**config.mk**
```make
export PLATFORM = sky130hd
export DESIGN_NAME = tmc_timer
export DESIGN_NICKNAME = d
export VERILOG_FILES = /design/src/design/tmc_pkg.sv /design/src/design/tmc_timer.sv
export SDC_FILE = /design/constraint.sdc
export NUM_CORES = 1
export LEC_CHECK = 0
export ABC_AREA = 1
export ABC_CLOCK_PERIOD_IN_PS = 2200
export BUFFER_PORTS_ARGS = -buffer_cell sky130_fd_sc_hd__buf_4
export CORE_MARGIN = 8
export CORE_UTILIZATION = 30
export CTS_BUF_LIST = sky130_fd_sc_hd__clkbuf_8
export DETAILED_ROUTE_END_ITERATION = 8
export PLACE_DENSITY = 0.47
export RECOVER_POWER = 25
export SLEW_MARGIN = 20
export SYNTH_ARGS = -nofsm -noshare
export SYNTH_HDL_FRONTEND = slang
export SYNTH_SLANG_ARGS = --single-unit
```
**constraint.sdc**
```tcl
create_clock -name ref_clk -period 2.2 [get_ports ref_clk]
set_clock_uncertainty 0.1 [all_clocks]
set_input_delay 0.44 -clock ref_clk [delete_from_list [all_inputs] [get_ports ref_clk]]
set_output_delay 0.44 -clock ref_clk [all_outputs]
set_load 0.01 [all_outputs]
```
**src/design/tmc_pkg.sv**
```systemverilog
// constants, field layouts and types shared by the timer/counter block
package tmc_pkg;

    // ------------------------------------------------------------
    // register offsets, data width, reset values
    // ------------------------------------------------------------
    localparam int unsigned ADDR_W = 12;
    localparam int unsigned DATA_W = 8;

    localparam logic [11:0] TMC_ADDR_COUNT_LOW   = 12'h59C;
    localparam logic [11:0] TMC_ADDR_PERIOD_HIGH = 12'h59D;
    localparam logic [11:0] TMC_ADDR_CTRL0       = 12'h59E;
    localparam logic [11:0] TMC_ADDR_CTRL1       = 12'h59F;

    localparam logic [7:0]  TMC_RST_BYTE         = 8'h00;
    localparam logic [7:0]  TMC_BYTE_MAX         = 8'hFF;
    localparam logic [15:0] TMC_WORD_MAX         = 16'hFFFF;

    // ------------------------------------------------------------
    // scaler widths and synchronised source positions
    // ------------------------------------------------------------
    localparam int unsigned TMC_PRE_W  = 15;
    localparam int unsigned TMC_POST_W = 4;

    localparam int unsigned TMC_NSRC      = 6;
    localparam int unsigned TMC_SRC_PIN   = 0;
    localparam int unsigned TMC_SRC_HFOSC = 1;
    localparam int unsigned TMC_SRC_LFOSC = 2;
    localparam int unsigned TMC_SRC_MF500 = 3;
    localparam int unsigned TMC_SRC_SOSC  = 4;
    localparam int unsigned TMC_SRC_CELL1 = 5;

    // ------------------------------------------------------------
    // clock source select codes
    // ------------------------------------------------------------
    typedef enum logic [2:0] {
        TMC_CS_PIN     = 3'b000,
        TMC_CS_PIN_INV = 3'b001,
        TMC_CS_INSTR   = 3'b010,
        TMC_CS_HFOSC   = 3'b011,
        TMC_CS_LFOSC   = 3'b100,
        TMC_CS_MF500   = 3'b101,
        TMC_CS_SOSC    = 3'b110,
        TMC_CS_CELL1   = 3'b111
    } tmc_clk_src_t;

    // ------------------------------------------------------------
    // control register layouts, msb first
    // ------------------------------------------------------------
    typedef struct packed {
        logic                  module_enable_bit;
        logic                  rsvd;
        logic                  output_level_bit;
        logic                  timer_width_select;
        logic [TMC_POST_W-1:0] postscale_select;
    } tmc_ctrl0_t;

    typedef struct packed {
        tmc_clk_src_t clock_source_select;
        logic         sync_bypass_bit;
        logic [3:0]   prescale_select;
    } tmc_ctrl1_t;

endpackage : tmc_pkg

```
**src/design/tmc_timer.sv**
```systemverilog
// timer/counter with 8-bit period and 16-bit free-running modes
// ------------------------------------------------------------
// ------------------------------------------------------------
//
// The register offsets and the plain strobed port were left to the implementer.
`timescale 1ns/1ns
`default_nettype none

module tmc_timer
(
    // clock and reset
    input  wire logic                      ref_clk,
    input  wire logic                      rstn,

    // register port
    input  wire logic [tmc_pkg::ADDR_W-1:0] reg_addr,
    input  wire logic [tmc_pkg::DATA_W-1:0] reg_wdata,
    input  wire logic                      reg_wr,
    input  wire logic                      reg_rd,
    output logic      [tmc_pkg::DATA_W-1:0] reg_rdata,

    // raw clock sources, asynchronous to ref_clk
    input  wire logic                      count_pin,
    input  wire logic                      hf_osc,
    input  wire logic                      lf_osc,
    input  wire logic                      mf500_osc,
    input  wire logic                      sec_osc,
    input  wire logic                      cell1_out,

    // system side, same clock domain
    input  wire logic                      sleep_mode,
    input  wire logic                      timer_irq_enable,
    input  wire logic                      irq_flag_clr,

    // results
    output logic                           timer_output,
    output logic                           timer_irq_flag,
    output logic                           irq_req,
    output logic                           wake_req
);

    // ------------------------------------------------------------
    // declarations
    // ------------------------------------------------------------
    tmc_pkg::tmc_ctrl0_t                ctrl0_r;
    tmc_pkg::tmc_ctrl1_t                ctrl1_r;
    logic [7:0]                         count_low_byte_r;
    logic [7:0]                         high_live_r;
    logic [7:0]                         period_or_high_byte_r;
    logic [7:0]                         period_buf_r;
    logic [tmc_pkg::TMC_NSRC-1:0]       src_async;
    logic [tmc_pkg::TMC_NSRC-1:0]       src_meta_r;
    logic [tmc_pkg::TMC_NSRC-1:0]       src_sync_r;
    logic                               sel_lvl;
    logic                               instr_sel;
    logic                               sel_prev_r;
    logic                               src_edge;
    logic                               run;
    logic [15:0]                        pre_one;
    logic [tmc_pkg::TMC_PRE_W-1:0]      pre_mask;
    logic [tmc_pkg::TMC_PRE_W-1:0]      pre_cnt_r;
    logic                               pre_tick;
    logic [tmc_pkg::TMC_POST_W-1:0]     post_cnt_r;
    logic                               wr_low;
    logic                               wr_high;
    logic                               wr_ctrl0;
    logic                               wr_ctrl1;
    logic                               rd_low;
    logic                               clr_scalers;
    logic                               match8;
    logic                               roll16;
    logic                               count_evt;
    logic                               post_hit;
    logic [15:0]                        count_word;
    logic [15:0]                        count_word_nxt;
    logic [7:0]                         rdata_nxt;

    // ------------------------------------------------------------
    // register port decode
    // ------------------------------------------------------------
    // strobes are one cycle and never overlap, so plain decode suffices
    assign wr_low   = reg_wr && (reg_addr == tmc_pkg::TMC_ADDR_COUNT_LOW);
    assign wr_high  = reg_wr && (reg_addr == tmc_pkg::TMC_ADDR_PERIOD_HIGH);
    assign wr_ctrl0 = reg_wr && (reg_addr == tmc_pkg::TMC_ADDR_CTRL0);
    assign wr_ctrl1 = reg_wr && (reg_addr == tmc_pkg::TMC_ADDR_CTRL1);
    assign rd_low   = reg_rd && (reg_addr == tmc_pkg::TMC_ADDR_COUNT_LOW);

    // scalers restart on any low or control write
    assign clr_scalers = wr_low || wr_ctrl0 || wr_ctrl1;

    // ------------------------------------------------------------
    // control registers
    // ------------------------------------------------------------
    // output bit is read-only and the reserved bit reads zero
    always_ff @(posedge ref_clk or negedge rstn)
    begin
        if (!rstn)
        begin
            ctrl0_r <= tmc_pkg::tmc_ctrl0_t'(tmc_pkg::TMC_RST_BYTE);
        end
        else if (wr_ctrl0)
        begin
            ctrl0_r                  <= tmc_pkg::tmc_ctrl0_t'(reg_wdata);
            ctrl0_r.rsvd             <= 1'b0;
            ctrl0_r.output_level_bit <= 1'b0;
        end
    end

    // source, bypass and prescale selection
    always_ff @(posedge ref_clk or negedge rstn)
    begin
        if (!rstn)
        begin
            ctrl1_r <= tmc_pkg::tmc_ctrl1_t'(tmc_pkg::TMC_RST_BYTE);
        end
        else if (wr_ctrl1)
        begin
            ctrl1_r <= tmc_pkg::tmc_ctrl1_t'(reg_wdata);
        end
    end

    // ------------------------------------------------------------
    // source synchronisers
    // ------------------------------------------------------------
    assign src_async[tmc_pkg::TMC_SRC_PIN]   = count_pin;
    assign src_async[tmc_pkg::TMC_SRC_HFOSC] = hf_osc;
    assign src_async[tmc_pkg::TMC_SRC_LFOSC] = lf_osc;
    assign src_async[tmc_pkg::TMC_SRC_MF500] = mf500_osc;
    assign src_async[tmc_pkg::TMC_SRC_SOSC]  = sec_osc;
    assign src_async[tmc_pkg::TMC_SRC_CELL1] = cell1_out;

    // two stages; the first stage is read only by the second
    always_ff @(posedge ref_clk or negedge rstn)
    begin
        if (!rstn)
        begin
            src_meta_r <= '0;
            src_sync_r <= '0;
        end
        else
        begin
            src_meta_r <= src_async;
            src_sync_r <= src_meta_r;
        end
    end

    // ------------------------------------------------------------
    // clock source select
    // ------------------------------------------------------------
    // instruction clock is ref_clk itself: one tick per cycle outside sleep
    always_comb
    begin
        sel_lvl   = 1'b0;
        instr_sel = 1'b0;
        case (ctrl1_r.clock_source_select)
            tmc_pkg::TMC_CS_PIN:     sel_lvl = src_sync_r[tmc_pkg::TMC_SRC_PIN];
            tmc_pkg::TMC_CS_PIN_INV: sel_lvl = ~src_sync_r[tmc_pkg::TMC_SRC_PIN];
            tmc_pkg::TMC_CS_INSTR:   instr_sel = 1'b1;
            tmc_pkg::TMC_CS_HFOSC:   sel_lvl = src_sync_r[tmc_pkg::TMC_SRC_HFOSC];
            tmc_pkg::TMC_CS_LFOSC:   sel_lvl = src_sync_r[tmc_pkg::TMC_SRC_LFOSC];
            tmc_pkg::TMC_CS_MF500:   sel_lvl = src_sync_r[tmc_pkg::TMC_SRC_MF500];
            tmc_pkg::TMC_CS_SOSC:    sel_lvl = src_sync_r[tmc_pkg::TMC_SRC_SOSC];
            tmc_pkg::TMC_CS_CELL1:   sel_lvl = src_sync_r[tmc_pkg::TMC_SRC_CELL1];
            default:                 sel_lvl = 1'b0;
        endcase
    end

    // previous level for the rising-edge detector
    always_ff @(posedge ref_clk or negedge rstn)
    begin
        if (!rstn)
        begin
            sel_prev_r <= 1'b0;
        end
        else
        begin
            sel_prev_r <= sel_lvl;
        end
    end

    // limitation: sources faster than half of ref_clk alias here
    assign src_edge = instr_sel ? ~sleep_mode : (sel_lvl & ~sel_prev_r);

    // sleep stops the synchronised path, and stops the instruction clock even with bypass set
    assign run = ctrl0_r.module_enable_bit
               & (ctrl1_r.sync_bypass_bit | ~sleep_mode);

    // ------------------------------------------------------------
    // prescaler
    // ------------------------------------------------------------
    // mask of 2^N - 1; at N = 15 the shifted bit falls off the top
    assign pre_one  = 16'h0001 << ctrl1_r.prescale_select;
    assign pre_mask = pre_one[tmc_pkg::TMC_PRE_W-1:0] - 15'h0001;
    assign pre_tick = run && src_edge && ((pre_cnt_r & pre_mask) == pre_mask);

    // free-running divider counter, hidden from software
    always_ff @(posedge ref_clk or negedge rstn)
    begin
        if (!rstn)
        begin
            pre_cnt_r <= '0;
        end
        else if (clr_scalers)
        begin
            pre_cnt_r <= '0;
        end
        else if (run && src_edge)
        begin
            pre_cnt_r <= pre_cnt_r + 15'h0001;
        end
    end

    // ------------------------------------------------------------
    // counter core
    // ------------------------------------------------------------
    assign count_word     = {high_live_r, count_low_byte_r};
    assign count_word_nxt = count_word + 16'h0001;
    assign match8 = !ctrl0_r.timer_width_select && (count_low_byte_r == period_buf_r);
    assign roll16 = ctrl0_r.timer_width_select && (count_word == tmc_pkg::TMC_WORD_MAX);

    // a low write in the same cycle as a tick wins and swallows it
    assign count_evt = pre_tick && !wr_low && (match8 || roll16);

    // count bytes and period buffer
    always_ff @(posedge ref_clk or negedge rstn)
    begin
        if (!rstn)
        begin
            count_low_byte_r <= tmc_pkg::TMC_RST_BYTE;
            high_live_r      <= tmc_pkg::TMC_RST_BYTE;
            period_buf_r     <= tmc_pkg::TMC_RST_BYTE;
        end
        else if (wr_low)
        begin
            count_low_byte_r <= reg_wdata;
            if (ctrl0_r.timer_width_select)
            begin
                high_live_r <= period_or_high_byte_r;
            end
        end
        else if (pre_tick)
        begin
            if (!ctrl0_r.timer_width_select)
            begin
                if (match8)
                begin
                    count_low_byte_r <= tmc_pkg::TMC_RST_BYTE;
                    period_buf_r     <= period_or_high_byte_r;
                end
                else
                begin
                    count_low_byte_r <= count_low_byte_r + 8'h01;
                end
            end
            else
            begin
                count_low_byte_r <= count_word_nxt[7:0];
                high_live_r      <= count_word_nxt[15:8];
            end
        end
    end

    // period (8-bit) or high byte buffer (16-bit)
    always_ff @(posedge ref_clk or negedge rstn)
    begin
        if (!rstn)
        begin
            period_or_high_byte_r <= tmc_pkg::TMC_RST_BYTE;
        end
        else if (wr_high)
        begin
            period_or_high_byte_r <= reg_wdata;
        end
        else if (rd_low && ctrl0_r.timer_width_select)
        begin
            period_or_high_byte_r <= high_live_r;
        end
    end

    // ------------------------------------------------------------
    // postscaler and output
    // ------------------------------------------------------------
    assign post_hit = count_evt && (post_cnt_r == ctrl0_r.postscale_select);

    // divider of match or rollover events
    always_ff @(posedge ref_clk or negedge rstn)
    begin
        if (!rstn)
        begin
            post_cnt_r <= '0;
        end
        else if (clr_scalers)
        begin
            post_cnt_r <= '0;
        end
        else if (post_hit)
        begin
            post_cnt_r <= '0;
        end
        else if (count_evt)
        begin
            post_cnt_r <= post_cnt_r + 4'h1;
        end
    end

    // output keeps its level across scaler clears
    always_ff @(posedge ref_clk or negedge rstn)
    begin
        if (!rstn)
        begin
            timer_output <= 1'b0;
        end
        else if (post_hit)
        begin
            timer_output <= ~timer_output;
        end
    end

    // ------------------------------------------------------------
    // interrupt flag and requests
    // ------------------------------------------------------------
    // a toggle in the clearing cycle still sets the flag
    always_ff @(posedge ref_clk or negedge rstn)
    begin
        if (!rstn)
        begin
            timer_irq_flag <= 1'b0;
        end
        else if (post_hit)
        begin
            timer_irq_flag <= 1'b1;
        end
        else if (irq_flag_clr)
        begin
            timer_irq_flag <= 1'b0;
        end
    end

    assign irq_req  = timer_irq_flag & timer_irq_enable;
    assign wake_req = irq_req & sleep_mode;

    // ------------------------------------------------------------
    // read data
    // ------------------------------------------------------------
    // read data stand for one cycle only, zero otherwise
    always_comb
    begin
        rdata_nxt = 8'h00;
        case (reg_addr)
            tmc_pkg::TMC_ADDR_COUNT_LOW:   rdata_nxt = count_low_byte_r;
            tmc_pkg::TMC_ADDR_PERIOD_HIGH: rdata_nxt = period_or_high_byte_r;
            tmc_pkg::TMC_ADDR_CTRL0:
            begin
                rdata_nxt    = ctrl0_r;
                rdata_nxt[5] = timer_output;
            end
            tmc_pkg::TMC_ADDR_CTRL1:       rdata_nxt = ctrl1_r;
            default:                       rdata_nxt = 8'h00;
        endcase
    end

    // registered answer, one cycle after the read strobe
    always_ff @(posedge ref_clk or negedge rstn)
    begin
        if (!rstn)
        begin
            reg_rdata <= 8'h00;
        end
        else if (reg_rd)
        begin
            reg_rdata <= rdata_nxt;
        end
        else
        begin
            reg_rdata <= 8'h00;
        end
    end

endmodule // tmc_timer

`default_nettype wire

```
==> flow_metrics.env <==
export IMPL_synth_cell_area_mm2=0.00500
export IMPL_portBuffers=44
export IMPL_fp_row_count=47
export IMPL_drcViolationCount=0
export IMPL_endpoint_kind="flip-flop"
export IMPL_synth_avg_cell_area_um2=7.72
export IMPL_detail_route_antenna_nets=0
export IMPL_grt_setup_unrepaired="yes"
export IMPL_fillCellCount=1726
export IMPL_internal_power_mw=2.55
export IMPL_floorplan_die_area_mm2=0.0210
export IMPL_violated_checks="setup timing"
export IMPL_groute_usage_overall=0.148
export IMPL_tritoncts="yes"
export IMPL_grt_max_degree=45
export IMPL_finalWirelength_um=15800
export IMPL_finalHoldWorstSlack_ps=97.5
export IMPL_antenna_found_initial=0
export IMPL_synthCells=647
export IMPL_worst_slew_pin_slew_ps=1190
export IMPL_proportion_of_layout_cells_with_a_drive_suffix_above_1=0.246
export IMPL_cts_sink_count=88
export IMPL_mean_routed_wirelength_per_cell_um=16.2
export IMPL_finalNetCount=787
export IMPL_pin_count=45
export IMPL_criticalPathCategory="flip-flop to flip-flop"
export IMPL_crit_path_top_delay_cell="sky130_fd_sc_hd__dfrtp_2"
export IMPL_vias_in_the_first_global_route=4711
export IMPL_finalWeightedCongestion=0.837
export IMPL_globalRouteOverflowTotal=0
export IMPL_hp_class="primary input to flip-flop"
export IMPL_ys_types=39
export IMPL_first_pass_iters=5
export IMPL_ctsHtreeMaxLevel=3
export IMPL_clk_path_buf_depth=2
export IMPL_synth_nets=684
export IMPL_clk_root_buf="sky130_fd_sc_hd__clkbuf_8"
export IMPL_max_slew_margin_rel=0.205
export IMPL_cts_clk_slew_worst_paths_ps=90
export IMPL_drt_vias_per_instance=4.94
export IMPL_final_core_utilization=0.393
export IMPL_comb_power_share=0.145
export IMPL_synthToLayoutAreaGrowth_pct=29.0
export IMPL_timing_hold_violations_final=0
export IMPL_crit_path_max_fanout=8
export IMPL_insertion_delay_ps=380
export IMPL_postLayoutSetupSlackWorst_ps=-194
export IMPL_post_route_min_period_ps=2390
export IMPL_kind_of_launch_point_of_the_worst_setup_path="flip-flop"
export IMPL_pwr_share_clk=0.353
export IMPL_final_setup_viol_count=30
export IMPL_switchingPower_mw=1.04
export IMPL_die_h_um=145
export IMPL_cts_inserted_buffers=9
export IMPL_crit_chain="nor2_4 > nand3_2 > ha_4 > or2_4 > o21ai_2 > nor2_1 > nand2_1 > nor2_1 > nand3_1 > nor2_4 > nand3_4 > nor2_8 > buf_12 > nand2_8 > nand2_1 > o21ai_2"
export IMPL_largest_cells_by_area_after_synthesis="sky130_fd_sc_hd__dfrtp_1 (44%), sky130_fd_sc_hd__nand2_1 (10%), sky130_fd_sc_hd__o21ai_0 (6.4%)"
export IMPL_detailroute_via_count=4814
export IMPL_width_of_the_die_um=145
export IMPL_placed_instances=952
export IMPL_core_region_area_mm2=0.0164
export IMPL_yosysTopAreaCellShare=0.441
export IMPL_report_final_slew_viol_count=0
export IMPL_crit_path_max_incr_delay_ps=430
export IMPL_sequential_element_share_of_the_synthesized_area=0.441
export IMPL_period_share=1.09
export IMPL_max_freq_mhz=418
export IMPL_max_cap_violations=0
export IMPL_num_antenna_cells=0
export IMPL_cp_data_required_time_ps=2370
export IMPL_stdcell_count=975
export IMPL_yosys_warnings=0
export IMPL_p_leak_nw=3.05
export IMPL_sw_frac_of_total=0.289
export IMPL_ys_seq_elements=88
export IMPL_drtIter0Drc=418
export IMPL_peakVddDrop_v=0.000297
export IMPL_synth_top_cell_by_area="sky130_fd_sc_hd__dfrtp_1"
export IMPL_initial_core_util=0.305
export IMPL_grt_first_pass_wirelength_um=25100
export IMPL_dp_hpwl_um=11800
export IMPL_critical_path_arrival_ps=2570
export IMPL_power_density_mw_per_mm2=557
export IMPL_share_seq_of_total_power=0.502
export IMPL_run_status="complete, but fails checks"
-- worst max-delay path, delay by kind of cell, from the launching register on --
family          cells  cell delay [ps]
simple gates       12             1250
compound gates      2               90
buf+inv             1              130
flops               1              430
fa+ha+maj           1              270
-- logic make-up (layout without fill, tap and decap cells) --
kind of cell / Yosys count / after routing / share of synthesized area
and+or+nand+nor: 321 / 323 / 0.305
AOI/OAI and AO/OA: 117 / 117 / 0.136
buffers and inverters: 99 / 205 / 0.0774
DFF: 88 / 88 / 0.441
xor gates and xnor gates: 18 / 18 / 0.0315
adders and majority gates: 4 / 4 / 0.0100
-- per-layer routing --
metal	part of all wire	GRT usage	vias up
li1	-	-	2369
met1	0.48	0.203	2293
met2	0.45	0.226	127
met3	0.046	0.0311	25
met4	0.020	0.0505	0
met5	0	0	-
-- flip-flops by register name (all words and copies together) (netlist names) --
signal / cells
post_cnt_r: 4
period_buf_r: 8
count_low_byte_r: 8
ctrl0_r: 6
high_live_r: 8
src_sync_r: 6
ctrl1_r: 8
sel_prev_r: 1
timer_irq_flag: 1
pre_cnt_r: 15
period_or_high_byte_r: 8
src_meta_r: 6
timer_output: 1
reg_rdata: 8
-- per-stage QoR --
| stage | worst slack, ps | power [mW] | TNS [ps] | area (um^2) |
|---|---|---|---|---|
| after detailed placement | -211 | 2.33 | -4560 | 5970 |
| after floorplan | -153 | 2.10 | -2200 | 5030 |
| after CTS | -173 | 3.63 | -3860 | 6280 |
| final | -194 | 3.59 | -4330 | 6450 |
| after global placement | -156 | 2.32 | -3400 | 5970 |
| after global routing | -342 | 3.79 | -8970 | 6450 |
-- synthesized netlist by cell type --
| cell | instances |
|---|---|
| sky130_fd_sc_hd__nor3b_1 | 2 |
| sky130_fd_sc_hd__xor2_1 | 13 |
| sky130_fd_sc_hd__nor2_8 | 1 |
| sky130_fd_sc_hd__nand3_2 | 1 |
| sky130_fd_sc_hd__nand3_4 | 1 |
| sky130_fd_sc_hd__a21oi_1 | 8 |
| sky130_fd_sc_hd__a21oi_2 | 1 |
| sky130_fd_sc_hd__o211ai_1 | 8 |
| sky130_fd_sc_hd__clkbuf_1 | 7 |
| sky130_fd_sc_hd__nand2_2 | 2 |
| sky130_fd_sc_hd__nand4_1 | 29 |
| sky130_fd_sc_hd__and3b_1 | 1 |
| sky130_fd_sc_hd__o21bai_1 | 2 |
| sky130_fd_sc_hd__o41ai_1 | 1 |
| sky130_fd_sc_hd__o21ai_2 | 8 |
| sky130_fd_sc_hd__or2_2 | 6 |
| sky130_fd_sc_hd__nor4_1 | 6 |
| sky130_fd_sc_hd__a211oi_1 | 1 |
| sky130_fd_sc_hd__nand3b_1 | 4 |
| sky130_fd_sc_hd__clkinv_1 | 3 |
| sky130_fd_sc_hd__inv_2 | 4 |
| sky130_fd_sc_hd__nand2_1 | 138 |
| sky130_fd_sc_hd__inv_1 | 83 |
| sky130_fd_sc_hd__o211a_1 | 1 |
| sky130_fd_sc_hd__a221oi_1 | 1 |
| sky130_fd_sc_hd__nor2_1 | 51 |
| sky130_fd_sc_hd__buf_6 | 2 |
| sky130_fd_sc_hd__xnor2_1 | 5 |
| sky130_fd_sc_hd__nand3_1 | 51 |
| sky130_fd_sc_hd__a31oi_1 | 3 |
| sky130_fd_sc_hd__nor2_4 | 3 |
| sky130_fd_sc_hd__dfrtp_1 | 88 |
| sky130_fd_sc_hd__nand2_4 | 3 |
| sky130_fd_sc_hd__o21ai_1 | 7 |
| sky130_fd_sc_hd__nor2_2 | 8 |
| sky130_fd_sc_hd__o21ai_0 | 64 |
| sky130_fd_sc_hd__nor3_1 | 14 |
| sky130_fd_sc_hd__ha_1 | 4 |
| sky130_fd_sc_hd__o22ai_1 | 12 |
-- what timing repair did --
item,in CTS,in global routing
resized for setup,14,33
endpoints found under the hold margin,40,0
hold buffers,1,0
pin swaps,7,5
gates cloned,1,1
setup endpoints to repair,30,32
buffers inserted,1,3
-- worst paths after layout --
path                                from         endpoint  slack [ps]  cells after the start
setup / recovery              ctrl1_r[2]  period_buf_r[4]        -190                     16
hold / removal                 mf500_osc    src_meta_r[3]         100                      1
setup reg to reg              ctrl1_r[2]  period_buf_r[4]        -190                     16
hold reg to reg            src_meta_r[4]    src_sync_r[4]         250                      0
max in group asynchronous           rstn  period_buf_r[3]         400                      3
min in group asynchronous           rstn    post_cnt_r[0]         740                      2
-- cell type report --
| cell class | count | area, um^2 | share of cell area |
|---|---|---|---|
| clock inverters | 6 | 76.3 | 0.0118 |
| repair buffers | 99 | 779 | 0.121 |
| flip-flops and latches | 88 | 2200 | 0.342 |
| well taps | 220 | 275 | 0.0427 |
| multi-input cells | 462 | 2630 | 0.409 |
| clock buffers | 10 | 138 | 0.0213 |
| inverters | 90 | 340 | 0.0528 |
-- power by group through the flow --
stage	Combinational (mW)	Clock [mW]	Sequential, mW
floorplan	0.293	0	1.80
global placement	0.491	0	1.83
detailed placement	0.503	0	1.83
CTS	0.506	1.33	1.80
global route	0.588	1.38	1.82
finish	0.520	1.27	1.80
-- cell usage in the layout, fill, tap and decap left out, types with 8 or more instances in the layout --
cell,Yosys,final
sky130_fd_sc_hd__o22ai_1,12,12
sky130_fd_sc_hd__nand2_2,2,9
sky130_fd_sc_hd__nand2_1,138,128
sky130_fd_sc_hd__a21oi_1,8,8
sky130_fd_sc_hd__o211ai_1,8,8
sky130_fd_sc_hd__dfrtp_1,88,86
sky130_fd_sc_hd__nor2_2,8,8
sky130_fd_sc_hd__o21ai_2,8,16
sky130_fd_sc_hd__o21ai_0,64,63
sky130_fd_sc_hd__nand3_2,1,9
sky130_fd_sc_hd__inv_1,83,83
sky130_fd_sc_hd__nand3_1,51,43
sky130_fd_sc_hd__nand4_1,29,29
sky130_fd_sc_hd__nor3_1,14,13
sky130_fd_sc_hd__clkbuf_8,0,10
sky130_fd_sc_hd__nor2_1,51,49
sky130_fd_sc_hd__xor2_1,13,13
sky130_fd_sc_hd__buf_4,0,86
Note: power is estimated with default switching activity, not from simulation.
